<file path="src/design/loop_pkg.sv">
// shared constants, types and helpers for the real-time loop framer
package loop_pkg;
  localparam int NUM_MOTORS = 4;
  // register byte offsets
  localparam logic [4:0] OFS_MOTOR0 = 5'h00;
  localparam logic [4:0] OFS_MOTOR1 = 5'h04;
  localparam logic [4:0] OFS_MOTOR2 = 5'h08;
  localparam logic [4:0] OFS_MOTOR3 = 5'h0c;
  localparam logic [4:0] OFS_GLOBAL = 5'h10;
  localparam logic [4:0] OFS_LOOP = 5'h14;
  localparam logic [4:0] OFS_STATUS = 5'h18;
  // per-motor flag bit positions
  localparam int F_CV = 0;
  localparam int F_CG = 1;
  localparam int F_FV = 2;
  localparam int F_FS = 3;
  localparam int F_FA = 4;
  localparam int F_FD = 5;
  // global bit positions, coefficient field positions, loop register in_loop bit
  localparam int G_TEMP = 0;
  localparam int G_DISCARD = 1;
  localparam int POS_CVC = 8;
  localparam int POS_FVC = 16;
  localparam int POS_DPC = 24;
  localparam int POS_IN_LOOP = 8;
  // reset values
  localparam logic [5:0] RST_FLAGS = 6'h00;
  localparam logic [7:0] RST_COEFF = 8'h01;
  // characters on the link
  localparam logic [7:0] CH_STAR = 8'h2a;
  localparam logic [7:0] CH_ETX = 8'h03;
  localparam logic [7:0] CH_CR = 8'h0d;
  localparam logic [7:0] CH_LF = 8'h0a;
  localparam logic [7:0] CH_E = 8'h45;
  localparam logic [7:0] CH_R = 8'h52;
  localparam logic [7:0] CH_PROMPT = 8'h3e;
  localparam logic [7:0] CH_ZERO = 8'h30;
  localparam logic [7:0] HDR_CF = 8'h43;
  localparam logic [7:0] HDR_CA = 8'h63;
  localparam logic [7:0] HDR_NF = 8'h41;
  localparam logic [7:0] HDR_NA = 8'h61;
  // message lengths in bytes, divider step count
  localparam logic [2:0] LEN_ACK = 3'h1;
  localparam logic [2:0] LEN_ERR = 3'h6;
  localparam logic [2:0] LEN_PROMPT = 3'h1;
  localparam logic [4:0] DIV_STEPS = 5'h11;

  typedef enum logic [3:0] {
    S_IDLE = 4'h0, S_MSG = 4'h1, S_SEND = 4'h3, S_HDR = 4'h2,
    S_CSEEK = 4'h6, S_CRECV = 4'h7, S_FSEEK = 4'h5, S_FDIV = 4'h4
  } fsm_type;
  typedef enum logic [1:0] {MSG_ACK = 2'h0, MSG_ERR = 2'h1, MSG_PROMPT = 2'h3} msg_type;

  // signed byte times unsigned coefficient, wraps to 16 bits
  function automatic logic signed [15:0] mul_coeff(input logic signed [7:0] v, input logic [7:0] c);
    logic signed [16:0] p;
    // widen both operands first so the product cannot wrap at operand width
    p = 17'(v) * $signed({9'h000, c});
    return p[15:0];
  endfunction

  // saturate a 17-bit signed value into one signed byte
  function automatic logic [7:0] clip8(input logic signed [16:0] v);
    if (v > 17'sd127) return 8'h7f;
    if (v < -17'sd128) return 8'h80;
    return v[7:0];
  endfunction

  // byte-enable merge for partial register writes
  function automatic logic [31:0] be_merge(input logic [31:0] o, input logic [31:0] d, input logic [3:0] be);
    logic [31:0] r;
    r = o;
    for (int i = 0; i < 4; i++) begin
      if (be[i]) r[i*8 +: 8] = d[i*8 +: 8];
    end
    return r;
  endfunction

  // coefficients live in 1..255, a zero write becomes one
  function automatic logic [7:0] nz(input logic [7:0] c);
    return (c == 8'h00) ? RST_COEFF : c;
  endfunction
endpackage

</file>
<file path="src/design/coeff_divider.sv">
// sequential signed divide of a 17-bit value by an unsigned byte
`timescale 1ns/1ps
module coeff_divider (
  input wire logic clock,
  input wire logic rst,
  input wire logic start,
  input wire logic signed [16:0] dividend,
  input wire logic [7:0] divisor,
  output logic signed [16:0] quotient,
  output logic done
);
  import loop_pkg::*;
  typedef struct packed {
    logic busy;
    logic neg;
    logic [4:0] count;
    logic [8:0] rem;
    logic [16:0] work;
    logic [7:0] den;
    logic signed [16:0] q;
    logic done;
  } div_state_type;
  div_state_type st, next_st;

  ////////////////////////////////////////////////////////////////////////
  // restoring division on the magnitude, quotient truncates toward zero
  always_comb begin
    logic [8:0] sh;
    sh = 9'h000;
    next_st = st;
    next_st.done = 1'b0;
    if (start && !st.busy) begin
      next_st.busy = 1'b1;
      next_st.neg = dividend[16];
      next_st.work = dividend[16] ? 17'(-dividend) : dividend;
      next_st.den = divisor;
      next_st.rem = 9'h000;
      next_st.count = DIV_STEPS;
    end else if (st.busy) begin
      sh = {st.rem[7:0], st.work[16]};
      next_st.work = {st.work[15:0], 1'b0};
      if (sh >= {1'b0, st.den}) begin
        next_st.rem = sh - {1'b0, st.den};
        next_st.work[0] = 1'b1;
      end else begin
        next_st.rem = sh;
      end
      next_st.count = st.count - 5'h01;
      if (st.count == 5'h01) begin
        next_st.busy = 1'b0;
        next_st.done = 1'b1;
        next_st.q = st.neg ? 17'(-next_st.work) : next_st.work;
      end
    end
  end

  always_ff @(posedge clock or posedge rst) begin
    if (rst) st <= '0;
    else st <= next_st;
  end

  assign quotient = st.q;
  assign done = st.done;
endmodule // coeff_divider

</file>
<file path="src/design/loop_framer.sv">
// real-time loop framer: control block parser, feedback block builder, register slave
// How it works
// - velocity byte then gain byte per selected motor when their flags are set
// - received velocity byte is multiplied by the motor's control coefficient
// - feedback velocity byte per selected motor when its flag is set
// - actual velocity divided by feedback velocity coefficient gives that byte
// - strain byte per selected motor when its flag is set
// - two-byte absolute position per selected motor when its flag is set
// - signed delta position byte per selected motor when its flag is set
// - position change divided by delta coefficient gives the delta byte
// - discard flag drops delta overflow instead of carrying it forward
// - temperature word follows all motor data when its global flag is set
// - motor order, strain before delta, only motors selected at loop entry
// - loop entry sends one asterisk then waits for control blocks
// - header C carries data and is answered with one feedback block
// - byte 03 ends the loop; a prompt is sent and command mode resumes
// - c data plus ack, A no data plus feedback, a no data plus ack
// - control byte is four integer four fraction; feedback byte is integer
// - delta against last reported position, clipped, reported advanced by sent times delta coefficient
// - error replaces next reply header with CR LF ERR number, loop exits
`timescale 1ns/1ps
module loop_framer (
  input wire logic clock,
  input wire logic rst,
  input wire logic [4:0] address,
  input wire logic read,
  input wire logic write,
  input wire logic [31:0] writedata,
  input wire logic [3:0] byteenable,
  output logic [31:0] readdata,
  output logic waitrequest,
  input wire logic [7:0] rx_data,
  input wire logic rx_valid,
  output logic [7:0] tx_data,
  output logic tx_valid,
  input wire logic tx_ready,
  input wire logic [63:0] motor_velocity,
  input wire logic [31:0] motor_strain,
  input wire logic [63:0] motor_position,
  input wire logic [15:0] temperature,
  input wire logic err_event,
  input wire logic [3:0] err_code,
  output logic [63:0] ctl_velocity,
  output logic [31:0] ctl_gain,
  output logic ctl_update,
  output logic loop_active
);
  import loop_pkg::*;
  typedef struct packed {
    fsm_type state;
    fsm_type ret;
    msg_type msg_kind;
    logic [2:0] msg_idx;
    logic [2:0] motor;
    logic [2:0] item;
    logic [1:0] cur_m;
    logic in_loop;
    logic [3:0] sel;
    logic [3:0][5:0] flags;
    logic [3:0][7:0] cvc;
    logic [3:0][7:0] fvc;
    logic [3:0][7:0] dpc;
    logic temp_inc;
    logic discard;
    logic err_pend;
    logic [3:0] err_num;
    logic hdr_fb;
    logic [7:0] tx_data;
    logic [3:0][7:0] stage_v;
    logic [3:0][7:0] stage_g;
    logic [7:0] got;
    logic [3:0][15:0] cmd_vel;
    logic [3:0][7:0] cmd_gain;
    logic ctl_update;
    logic div_go;
    logic div_delta;
    logic signed [16:0] div_num;
    logic [7:0] div_den;
    logic trk_load;
    logic trk_update;
    logic [7:0] trk_sent;
    logic [7:0] last_hdr;
    logic [15:0] block_count;
    logic bus_ack;
    logic [31:0] readdata;
  } framer_state_type;
  framer_state_type st, next_st;
  logic signed [16:0] div_q;
  logic div_done;
  logic [63:0] reported;
  logic bus_req;

  // scaling divider shared by velocity and delta feedback
  coeff_divider u_div (
    .clock(clock), .rst(rst), .start(st.div_go), .dividend(st.div_num),
    .divisor(st.div_den), .quotient(div_q), .done(div_done)
  );

  // last reported positions for delta feedback
  position_tracker #(.MOTORS(NUM_MOTORS)) u_trk (
    .clock(clock), .rst(rst), .load(st.trk_load), .update(st.trk_update),
    .motor(st.cur_m), .sent(st.trk_sent), .coeff(st.dpc[st.cur_m]), .discard(st.discard),
    .position(motor_position), .reported(reported)
  );

  ////////////////////////////////////////////////////////////////////////
  // helpers

  // byte of a fixed reply string
  function automatic logic [7:0] msg_byte(input msg_type k, input logic [2:0] i, input logic [3:0] e);
    logic [7:0] b;
    b = CH_STAR;
    if (k == MSG_PROMPT) b = CH_PROMPT;
    else if (k == MSG_ERR) begin
      case (i)
        3'h0: b = CH_CR;
        3'h1: b = CH_LF;
        3'h2: b = CH_E;
        3'h3, 3'h4: b = CH_R;
        default: b = (e < 4'ha) ? CH_ZERO + {4'h0, e} : 8'h37 + {4'h0, e};
      endcase
    end
    return b;
  endfunction

  function automatic logic [2:0] msg_len(input msg_type k);
    return (k == MSG_ERR) ? LEN_ERR : (k == MSG_PROMPT) ? LEN_PROMPT : LEN_ACK;
  endfunction

  // is this feedback slot present; motor 4 stands for the global datum
  function automatic logic fb_en(input framer_state_type s);
    logic en;
    en = 1'b0;
    if (s.motor == 3'h4) en = s.temp_inc && (s.item < 3'h2);
    else if (s.motor < 3'h4 && s.sel[s.motor[1:0]]) begin
      case (s.item)
        3'h0: en = s.flags[s.motor[1:0]][F_FV];
        3'h1: en = s.flags[s.motor[1:0]][F_FS];
        3'h2, 3'h3: en = s.flags[s.motor[1:0]][F_FA];
        3'h4: en = s.flags[s.motor[1:0]][F_FD];
        default: en = 1'b0;
      endcase
    end
    return en;
  endfunction

  // answer a finished block: error text, or header star and maybe data
  function automatic framer_state_type start_reply(input framer_state_type s);
    framer_state_type r;
    r = s;
    r.state = S_MSG;
    r.msg_idx = 3'h0;
    r.motor = 3'h0;
    r.item = 3'h0;
    r.msg_kind = s.err_pend ? MSG_ERR : MSG_ACK;
    return r;
  endfunction

  ////////////////////////////////////////////////////////////////////////
  // next-state logic
  assign bus_req = read || write;
  always_comb begin
    logic [31:0] cur;
    logic [31:0] mw;
    logic [1:0] m;
    cur = 32'h0;
    mw = 32'h0;
    m = st.motor[1:0];
    next_st = st;
    next_st.ctl_update = 1'b0;
    next_st.div_go = 1'b0;
    next_st.trk_load = 1'b0;
    next_st.trk_update = 1'b0;
    // error event latch; a new event wins over the clear at loop exit
    if (err_event && st.in_loop) begin
      next_st.err_pend = 1'b1;
      next_st.err_num = err_code;
    end

    // register slave: one wait state, read data ready in the ack cycle
    next_st.bus_ack = bus_req && !st.bus_ack;
    if (bus_req && !st.bus_ack) begin
      case (address)
        OFS_MOTOR0, OFS_MOTOR1, OFS_MOTOR2, OFS_MOTOR3:
          next_st.readdata = {st.dpc[address[3:2]], st.fvc[address[3:2]], st.cvc[address[3:2]],
                              2'b00, st.flags[address[3:2]]};
        OFS_GLOBAL: next_st.readdata = {30'h0, st.discard, st.temp_inc};
        OFS_LOOP: next_st.readdata = {23'h0, st.in_loop, 4'h0, st.sel};
        OFS_STATUS: next_st.readdata = {st.block_count, st.last_hdr, 3'h0, st.err_pend, st.err_num};
        default: next_st.readdata = 32'h0;
      endcase
    end
    // block layout is frozen while the loop runs
    if (write && st.bus_ack && !st.in_loop) begin
      case (address)
        OFS_MOTOR0, OFS_MOTOR1, OFS_MOTOR2, OFS_MOTOR3: begin
          cur = {st.dpc[address[3:2]], st.fvc[address[3:2]], st.cvc[address[3:2]], 2'b00, st.flags[address[3:2]]};
          mw = be_merge(cur, writedata, byteenable);
          next_st.flags[address[3:2]] = mw[5:0];
          next_st.cvc[address[3:2]] = nz(mw[POS_CVC +: 8]);
          next_st.fvc[address[3:2]] = nz(mw[POS_FVC +: 8]);
          next_st.dpc[address[3:2]] = nz(mw[POS_DPC +: 8]);
        end
        OFS_GLOBAL: begin
          if (byteenable[0]) next_st.temp_inc = writedata[G_TEMP];
          if (byteenable[0]) next_st.discard = writedata[G_DISCARD];
        end
        OFS_LOOP: begin
          if (byteenable[0] && st.state == S_IDLE) begin
            next_st.sel = writedata[3:0];
            next_st.in_loop = 1'b1;
            next_st.trk_load = 1'b1;
            next_st.err_pend = 1'b0;
            next_st.hdr_fb = 1'b0;
            next_st.msg_kind = MSG_ACK;
            next_st.msg_idx = 3'h0;
            next_st.state = S_MSG;
          end
        end
        default: ;
      endcase
    end

    case (st.state)
      S_IDLE: ;
      S_MSG: begin
        if (st.msg_idx != msg_len(st.msg_kind)) begin
          next_st.tx_data = msg_byte(st.msg_kind, st.msg_idx, st.err_num);
          next_st.msg_idx = st.msg_idx + 3'h1;
          next_st.ret = S_MSG;
          next_st.state = S_SEND;
        end else if (st.msg_kind == MSG_ACK) begin
          next_st.state = st.hdr_fb ? S_FSEEK : S_HDR;
        end else begin
          next_st.in_loop = 1'b0;
          next_st.state = S_IDLE;
          if (st.msg_kind == MSG_ERR && !(err_event && st.in_loop)) next_st.err_pend = 1'b0;
        end
      end
      S_SEND: begin
        if (tx_ready) next_st.state = st.ret;
      end
      S_HDR: begin
        if (rx_valid) begin
          next_st.last_hdr = rx_data;
          case (rx_data)
            HDR_CF, HDR_CA: begin
              next_st.hdr_fb = (rx_data == HDR_CF);
              next_st.motor = 3'h0;
              next_st.item = 3'h0;
              next_st.got = 8'h00;
              next_st.state = S_CSEEK;
            end
            HDR_NF, HDR_NA: begin
              next_st = start_reply(next_st);
              next_st.hdr_fb = (rx_data == HDR_NF);
            end
            CH_ETX: begin
              next_st.msg_kind = MSG_PROMPT;
              next_st.msg_idx = 3'h0;
              next_st.state = S_MSG;
            end
            default: ;
          endcase
        end
      end
      S_CSEEK: begin
        if (st.motor == 3'h4) begin
          for (int i = 0; i < NUM_MOTORS; i++) begin
            if (st.got[2*i]) next_st.cmd_vel[i] = mul_coeff(st.stage_v[i], st.cvc[i]);
            if (st.got[2*i+1]) next_st.cmd_gain[i] = st.stage_g[i];
          end
          next_st.ctl_update = 1'b1;
          next_st.block_count = st.block_count + 16'h0001;
          next_st = start_reply(next_st);
        end else if (st.sel[m] && st.flags[m][st.item[0] ? F_CG : F_CV]) begin
          next_st.state = S_CRECV;
        end else begin
          next_st.item = st.item[0] ? 3'h0 : 3'h1;
          next_st.motor = st.item[0] ? st.motor + 3'h1 : st.motor;
        end
      end
      S_CRECV: begin
        if (rx_valid) begin
          if (st.item[0]) next_st.stage_g[m] = rx_data;
          else next_st.stage_v[m] = rx_data;
          next_st.got[{m, st.item[0]}] = 1'b1;
          next_st.item = st.item[0] ? 3'h0 : 3'h1;
          next_st.motor = st.item[0] ? st.motor + 3'h1 : st.motor;
          next_st.state = S_CSEEK;
        end
      end
      S_FSEEK: begin
        if (st.motor == 3'h5) begin
          next_st.state = S_HDR;
        end else begin
          if (st.item == ((st.motor == 3'h4) ? 3'h1 : 3'h4)) begin
            next_st.item = 3'h0;
            next_st.motor = st.motor + 3'h1;
          end else begin
            next_st.item = st.item + 3'h1;
          end
          if (fb_en(st)) begin
            next_st.cur_m = m;
            next_st.ret = S_FSEEK;
            next_st.state = S_SEND;
            if (st.motor == 3'h4) begin
              next_st.tx_data = st.item[0] ? temperature[7:0] : temperature[15:8];
            end else begin
              case (st.item)
                3'h0: begin
                  next_st.div_num = {motor_velocity[m*16 + 15], motor_velocity[m*16 +: 16]};
                  next_st.div_den = st.fvc[m];
                  next_st.div_delta = 1'b0;
                  next_st.div_go = 1'b1;
                  next_st.state = S_FDIV;
                end
                3'h1: next_st.tx_data = motor_strain[m*8 +: 8];
                3'h2: next_st.tx_data = motor_position[m*16 + 8 +: 8];
                3'h3: next_st.tx_data = motor_position[m*16 +: 8];
                default: begin
                  next_st.div_num = 17'({1'b0, motor_position[m*16 +: 16]}) - 17'({1'b0, reported[m*16 +: 16]});
                  next_st.div_den = st.dpc[m];
                  next_st.div_delta = 1'b1;
                  next_st.div_go = 1'b1;
                  next_st.state = S_FDIV;
                end
              endcase
            end
          end
        end
      end
      S_FDIV: begin
        if (div_done) begin
          next_st.tx_data = clip8(div_q);
          next_st.trk_sent = clip8(div_q);
          next_st.trk_update = st.div_delta;
          next_st.state = S_SEND;
        end
      end
      default: next_st.state = S_IDLE;
    endcase
  end

  always_ff @(posedge clock or posedge rst) begin
    if (rst) begin
      st <= '0;
      st.state <= S_IDLE;
      st.ret <= S_IDLE;
      st.flags <= {NUM_MOTORS{RST_FLAGS}};
      st.cvc <= {NUM_MOTORS{RST_COEFF}};
      st.fvc <= {NUM_MOTORS{RST_COEFF}};
      st.dpc <= {NUM_MOTORS{RST_COEFF}};
    end else begin
      st <= next_st;
    end
  end

  // rx read only in S_HDR, S_CRECV; outputs follow
  assign readdata = st.readdata;
  assign waitrequest = bus_req && !st.bus_ack;
  assign tx_data = st.tx_data;
  assign tx_valid = (st.state == S_SEND);
  assign ctl_velocity = st.cmd_vel;
  assign ctl_gain = st.cmd_gain;
  assign ctl_update = st.ctl_update;
  assign loop_active = st.in_loop;
endmodule // loop_framer

</file>
<file path="src/design/position_tracker.sv">
// remembered reported position per motor for delta feedback
`timescale 1ns/1ps
module position_tracker #(
  parameter int MOTORS = 4
) (
  input wire logic clock,
  input wire logic rst,
  input wire logic load,
  input wire logic update,
  input wire logic [1:0] motor,
  input wire logic [7:0] sent,
  input wire logic [7:0] coeff,
  input wire logic discard,
  input wire logic [MOTORS*16-1:0] position,
  output logic [MOTORS*16-1:0] reported
);
  import loop_pkg::*;
  typedef struct packed {
    logic [MOTORS-1:0][15:0] rep;
  } trk_state_type;
  trk_state_type st, next_st;

  ////////////////////////////////////////////////////////////////////////
  // load snapshots all motors on loop entry; update advances one motor
  always_comb begin
    next_st = st;
    if (load) begin
      next_st.rep = position;
    end else if (update) begin
      if (discard) next_st.rep[motor] = position[motor*16 +: 16];
      else next_st.rep[motor] = st.rep[motor] + mul_coeff(sent, coeff);
    end
  end

  always_ff @(posedge clock or posedge rst) begin
    if (rst) st <= '0;
    else st <= next_st;
  end

  assign reported = st.rep;
endmodule // position_tracker

</file>
<file path="config.mk">
export PLATFORM = sky130hd
export DESIGN_NAME = loop_framer
export DESIGN_NICKNAME = d
export VERILOG_FILES = /design/src/design/loop_pkg.sv /design/src/design/coeff_divider.sv /design/src/design/loop_framer.sv /design/src/design/position_tracker.sv
export SDC_FILE = /design/constraint.sdc
export NUM_CORES = 2
export LEC_CHECK = 0
export ABC_AREA = 1
export BUFFER_PORTS_ARGS = -buffer_cell sky130_fd_sc_hd__buf_2
export CORE_UTILIZATION = 42
export CTS_CLUSTER_DIAMETER = 100
export DETAILED_ROUTE_END_ITERATION = 8
export PLACE_DENSITY = 0.59
export SLEW_MARGIN = 40
export SYNTH_ARGS = -nofsm -noshare
export SYNTH_HDL_FRONTEND = slang
export SYNTH_SLANG_ARGS = --single-unit
</file>
<file path="constraint.sdc">
create_clock -name clock -period 58.7 [get_ports clock]
set_input_delay 11.74 -clock clock [delete_from_list [all_inputs] [get_ports clock]]
set_output_delay 11.74 -clock clock [all_outputs]
set_load 0.01 [all_outputs]
</file>
**After elaboration in Yosys (flattened, before gate mapping)**

Index checks and enable logic that the tools add are counted.

- Flip-flop bits (word level): 547
- Bits of input ports: 236
- Logic and storage cells: 428

- Add/subtract/negate cells: 14
- Multipliers: 5
- Magnitude comparators: 16
- Eq/ne operators: 44
- Shifts and indexed selects: 7
- Muxes and demuxes: 200
- Bitwise operators: 8
- Reductions and logical operators: 62

Operators by type and width:

| kind | number |
|---|---|
| 2-to-1 mux 425 bit | 1 |
| 2-to-1 mux 8 bit | 39 |
| indexed part select 64 x 7 -> 16 bit | 4 |
| one-hot mux 126 bit (2 select lines) | 1 |
| one-hot mux 72 bit (3 select lines) | 1 |
| one-hot mux 97 bit (2 select lines) | 1 |
| 2-to-1 mux 64 bit | 3 |
| 2-to-1 mux 191 bit | 1 |
| bitwise mux 32 bit | 5 |
| bitwise mux 64 bit | 2 |
| 2-to-1 mux 128 bit | 1 |
| one-hot mux 32 bit (4 select lines) | 1 |
| 2-to-1 mux 120 bit | 1 |
| one-hot mux 57 bit (2 select lines) | 1 |
| binary-select mux 8 bit (select 2 bit) | 6 |
| 2-to-1 mux 16 bit | 6 |
| 2-to-1 mux 32 bit | 3 |
| 2-to-1 mux 27 bit | 3 |
| one-hot mux 27 bit (3 select lines) | 1 |
| multiplier 8 x 9 -> 16 bit | 5 |
| 2-to-1 mux 72 bit | 1 |
| indexed part select 64 x 7 -> 8 bit | 1 |
| indexed part select 64 x 8 -> 8 bit | 1 |
| 2-to-1 mux 31 bit | 2 |
| other kinds (99) | 265 |

**Longest topological paths before layout**

- Depth after elaboration: 14
- Depth in mapped cells: 29
- Depth with buffers taken out: 28

**Modules after synthesis**

From an unflattened synthesis, not the netlist that was laid out.

- Cells, all modules: 5795
- Area, all modules: 43523.0 um^2

By module, submodules not included:

| module | instances | cells an instance | area each (um^2) | seq. area each (um^2) |
|---|---|---|---|---|
| loop_framer | 1 | 4357 | 32748.9 | 10550.1 |
| position_tracker | 1 | 933 | 6964.2 | 1601.5 |
| coeff_divider | 1 | 505 | 3809.9 | 1451.4 |

**Worst setup path after synthesis**

No wires, ideal clock.

- Path type: input-to-output
- From: input write
- To: output waitrequest
- Data arrival time: 12.279 ns
- Required time: 46.960 ns
- Setup slack: 34.681 ns
- Stages: 3
- Buffers on the path: 1
- Path through: nor2_1 > nor2_1 > clkbuf_1

- Cells in the longest elaborated chain, start to end: 2

Ends and longest elaborated chain:

| item | line | RTL |
|---|---|---|
| from (decl) | loop_framer.sv:27 | `input wire logic write,` |
| logical OR 1 bit | loop_framer.sv:161 | `assign bus_req = read \|\| write;` |
| logical AND 1 bit | loop_framer.sv:361 | `assign waitrequest = bus_req && !st.bus_ack;` |
| to (decl) | loop_framer.sv:31 | `output logic waitrequest,` |

Every way passes these cells.

**Worst setup path after layout**

Ends and elaborated chain as after synthesis.

==> summary.md <==
| Metric | Value |
|---|---|
| Vias | between 30000 and 40000 |
| Number of synthesis warnings | 0 |
| Detail Placement HPWL | 102000 um |
| Final ANT Viol Nets | 0 |
| Antenna violations before repair | 13 |
| CTS clk-pin slew, worst paths | ~60 ps |
| Drt wl/cell | 19.4 um |
| Total congestion overflow | 0 |
| Post-synth EDFFs | 0 |
| Final RePlAce weighted congestion | approximately 0.94 |
| Die W | roughly 320 um |
| Slew @ Worst Pin | 910 ps |
| Max-slew violation count | 0 |
| CTS tree | built |
| Synth Area in XOR/XNOR | ~1.5% |
| Largest family of logic cells by synthesized area | simple AND/OR/NAND/NOR gates |
| Clk_skew | ~35 ps |
| Top-count cell post-synth | nand2_1 |
| Core Region | between 100000 and 150000 um2 |
| Share of cells above drive strength 1 | a little under an eighth |
| Commonest cells post-synth | nand2_1, inv_1, dfrtp_1, o21ai_0, nor2_1 |
| Synth area leader | dfrtp_1 |
| Final setup vio count | 0 |
| Fin nets | about 6400 |
| Number of global-route vias before repair | 36707 |
| Total GRT Usage | between 20% and 30% |
| Crit Path Max Fanout | 2 |
| Ports | 376 |
| CP max stage cell | buf_2 |
| Resized Gates After CTS | 0 |
| Mapped Avg Cell Area | ~7.5 um2 |
| Nature of the critical path endpoint | output pin |
| Post-synthesis sequential area ratio | around a third |
| Syn-to-layout area delta | 9.69% |
| Final wirelength | between 100000 and 150000 um |
| Critical Path RT | 46960 ps |
| Crit-path leading delay family | buffers and inverters |
| Worst-Skew Late Latency | roughly 630 ps |
| Die height | about 320 um |
| Mapped Area | ~42000 um2 |
| Synth async-reset ratio | 100% |
| CTS root buffer | clkbuf_16 |
| Hold_buf cts | 0 |
| Power per cell area | around 21 nW/um2 |
| Setup crit start kind | input pin |
| Power Total | 0.000984 W |
| Main synth FF type | dfrtp_1 |
| Post-synthesis compound-gate area fraction | 13.9% |
| Peak supply drop | around 0.018 mV |
| Iter 0 DRT Violations | between 3000 and 4000 |
| Vias/cell | approximately 5.4 |
| Multi-input logic area | approximately 24000 um2 |
| Buffer depth of the longest clock path | 3 |
| Pin count of the biggest net entering global routing | between 100 and 150 |
| Status | complete, no violations |
| Post-placement worst setup slack | between 30000 and 40000 ps |
| Final worst path period need | around 24000 ps |
| FILL cells | just over 10000 |
| Max Clock Freq | ~42 MHz |
| Initial Util | between 40 and 50% |
| Synth top area share | 31.4% |
| TritonCTS Buffers | 69 |
| Crit Path Class | in2out |
| Yosys reg bits | between 500 and 600 |
| Port bufs | 371 |
| Final hold viol count | 0 |
| Synth Area in Simple Gates | between 20 and 25% |
| Final setup TNS | 0 ps |
| Headroom to the max-slew limit | approximately two fifths |
| Post-CTS setup buffer count | 0 |
| Clock net sink count | roughly 540 |
| Final period util | between 40% and 50% |
| FP Rows | 116 |
| Util after Layout | a little under half |
| CP peak stage delay | about 150 ps |
| Most area-consuming cells after synthesis | dfrtp_1, nand2_1, fa_1 |
| Distinct cell type count after synthesis | a little over 70 |
| H-tree level count | 3 |
| First-pass GRT wire length | 213000 um |
| Min-Delay Path Class | reg2reg |
| Buffers & Inverters on Critical Path | 2 |
| DRC | 0 |
| Cell Chain, Critical Path | buf_2 -> nor2_1 -> nor2_1 -> buf_2 |
| RSZ-0062 raised after global routing | false |
| Setup ws final | 34810 ps |
| Max-cap violations | 0 |
| Post-Syn Instances | 5639 |
| Synth Area in Adders | between 10% and 20% |
| DR pass1 iterations | 7 |
| Critical path arrival | roughly 12000 ps |
| FF+latch area | 13600 um2 |
| Leak | around 25 nW |
| Total die area | between 100000 and 150000 um2 |
| Multiplexer area fraction after synthesis | 1.10% |
-- kinds of logic after synthesis --
kind of cell    after synthesis
compound gates             1025
xor+xnor                     73
fa+ha+maj                   449
buf+inv                    1207
flops                       543
mux                          42
other cells                   1
simple gates               2299
-- worst reg2reg max path, delay by kind of cell (launching register included) --
kind                       cells  cell delay [ps]
adders and majority gates      6             2790
AOI/OAI and AO/OA              4             1330
buffers and inverters          3              690
DFF                            1              430
xor gates and xnor gates       1              420
and+or+nand+nor                8              890
-- per-layer routing --
layer  share of wire [%]  up-vias  wire, um  track usage (%)
li1                    -    18157         -                -
met1                  44    18230     60600             36.8
met2                  45     1330     62000             42.3
met3                 7.5      288     10400             5.12
met4                 3.3       12      4510             9.09
met5               0.055        -        75                0
-- stage by stage --
step	area [um2]	hold slack, ps	std cells
global placement	44100	438	6965
finish	46400	459	7098
detailed placement	44100	440	6969
global route	46400	485	7097
CTS	46400	455	7092
floorplan	42400	423	5641
-- worst paths after layout --
path / start / end / depth (start not counted) / slack, ps
min in group asynchronous: rst / u_div.st[39] / 2 / 11150
max: write / waitrequest / 4 / 34810
max in group asynchronous: rst / st[222] / 4 / 45710
min reg2reg: st[417] / st[417] / 2 / 460
min: st[417] / st[417] / 2 / 460
max reg2reg: st[404] / u_trk.reported[60] / 22 / 52050
-- placed cells by master, fill, tap and decap left out, drive strengths merged, types with 23 or more instances in the layout --
cell type / Yosys / routed
fa: 201 / 201
mux2: 36 / 36
a21oi: 228 / 228
nand2: 1554 / 1554
nand4: 50 / 50
dfrtp: 531 / 531
xnor2: 32 / 32
nand3: 281 / 281
a22oi: 42 / 42
clkbuf: 176 / 97
ha: 248 / 248
clkinv: 9 / 23
nor2: 351 / 351
o211ai: 24 / 24
buf: 205 / 412
o22ai: 43 / 43
a31oi: 33 / 33
or2: 33 / 33
o221ai: 25 / 25
xor2: 41 / 41
o21ai: 518 / 518
inv: 817 / 819
-- registers in the layout, indices dropped and copies added, names as in the netlist --
register / count
st: 285
ctl_velocity: 64
u_trk.reported: 64
u_div.st: 40
ctl_gain: 32
readdata: 30
u_div.quotient: 17
tx_data: 8
ctl_update: 1
loop_active: 1
u_div.done: 1
-- area by class of cell --
class                           count  area share, %
Inverter                          826           6.74
Tap cell                         1298           3.50
Antenna cell                        4         0.0216
Multi-Input combinational cell   3891           50.8
Clock inverter                     27          0.617
Clock buffer                       96           4.22
Timing Repair Buffer              413           4.80
Sequential cell                   543           29.3
-- report_power, final --
part	total, W	internal (W)	switching, W	leakage, nW
logic	0.000134	0.0000441	0.0000898	16.6
clock network	0.000430	0.000252	0.000178	1.09
registers	0.000420	0.000395	0.0000243	6.97
Power figures use the tool's default switching activity.
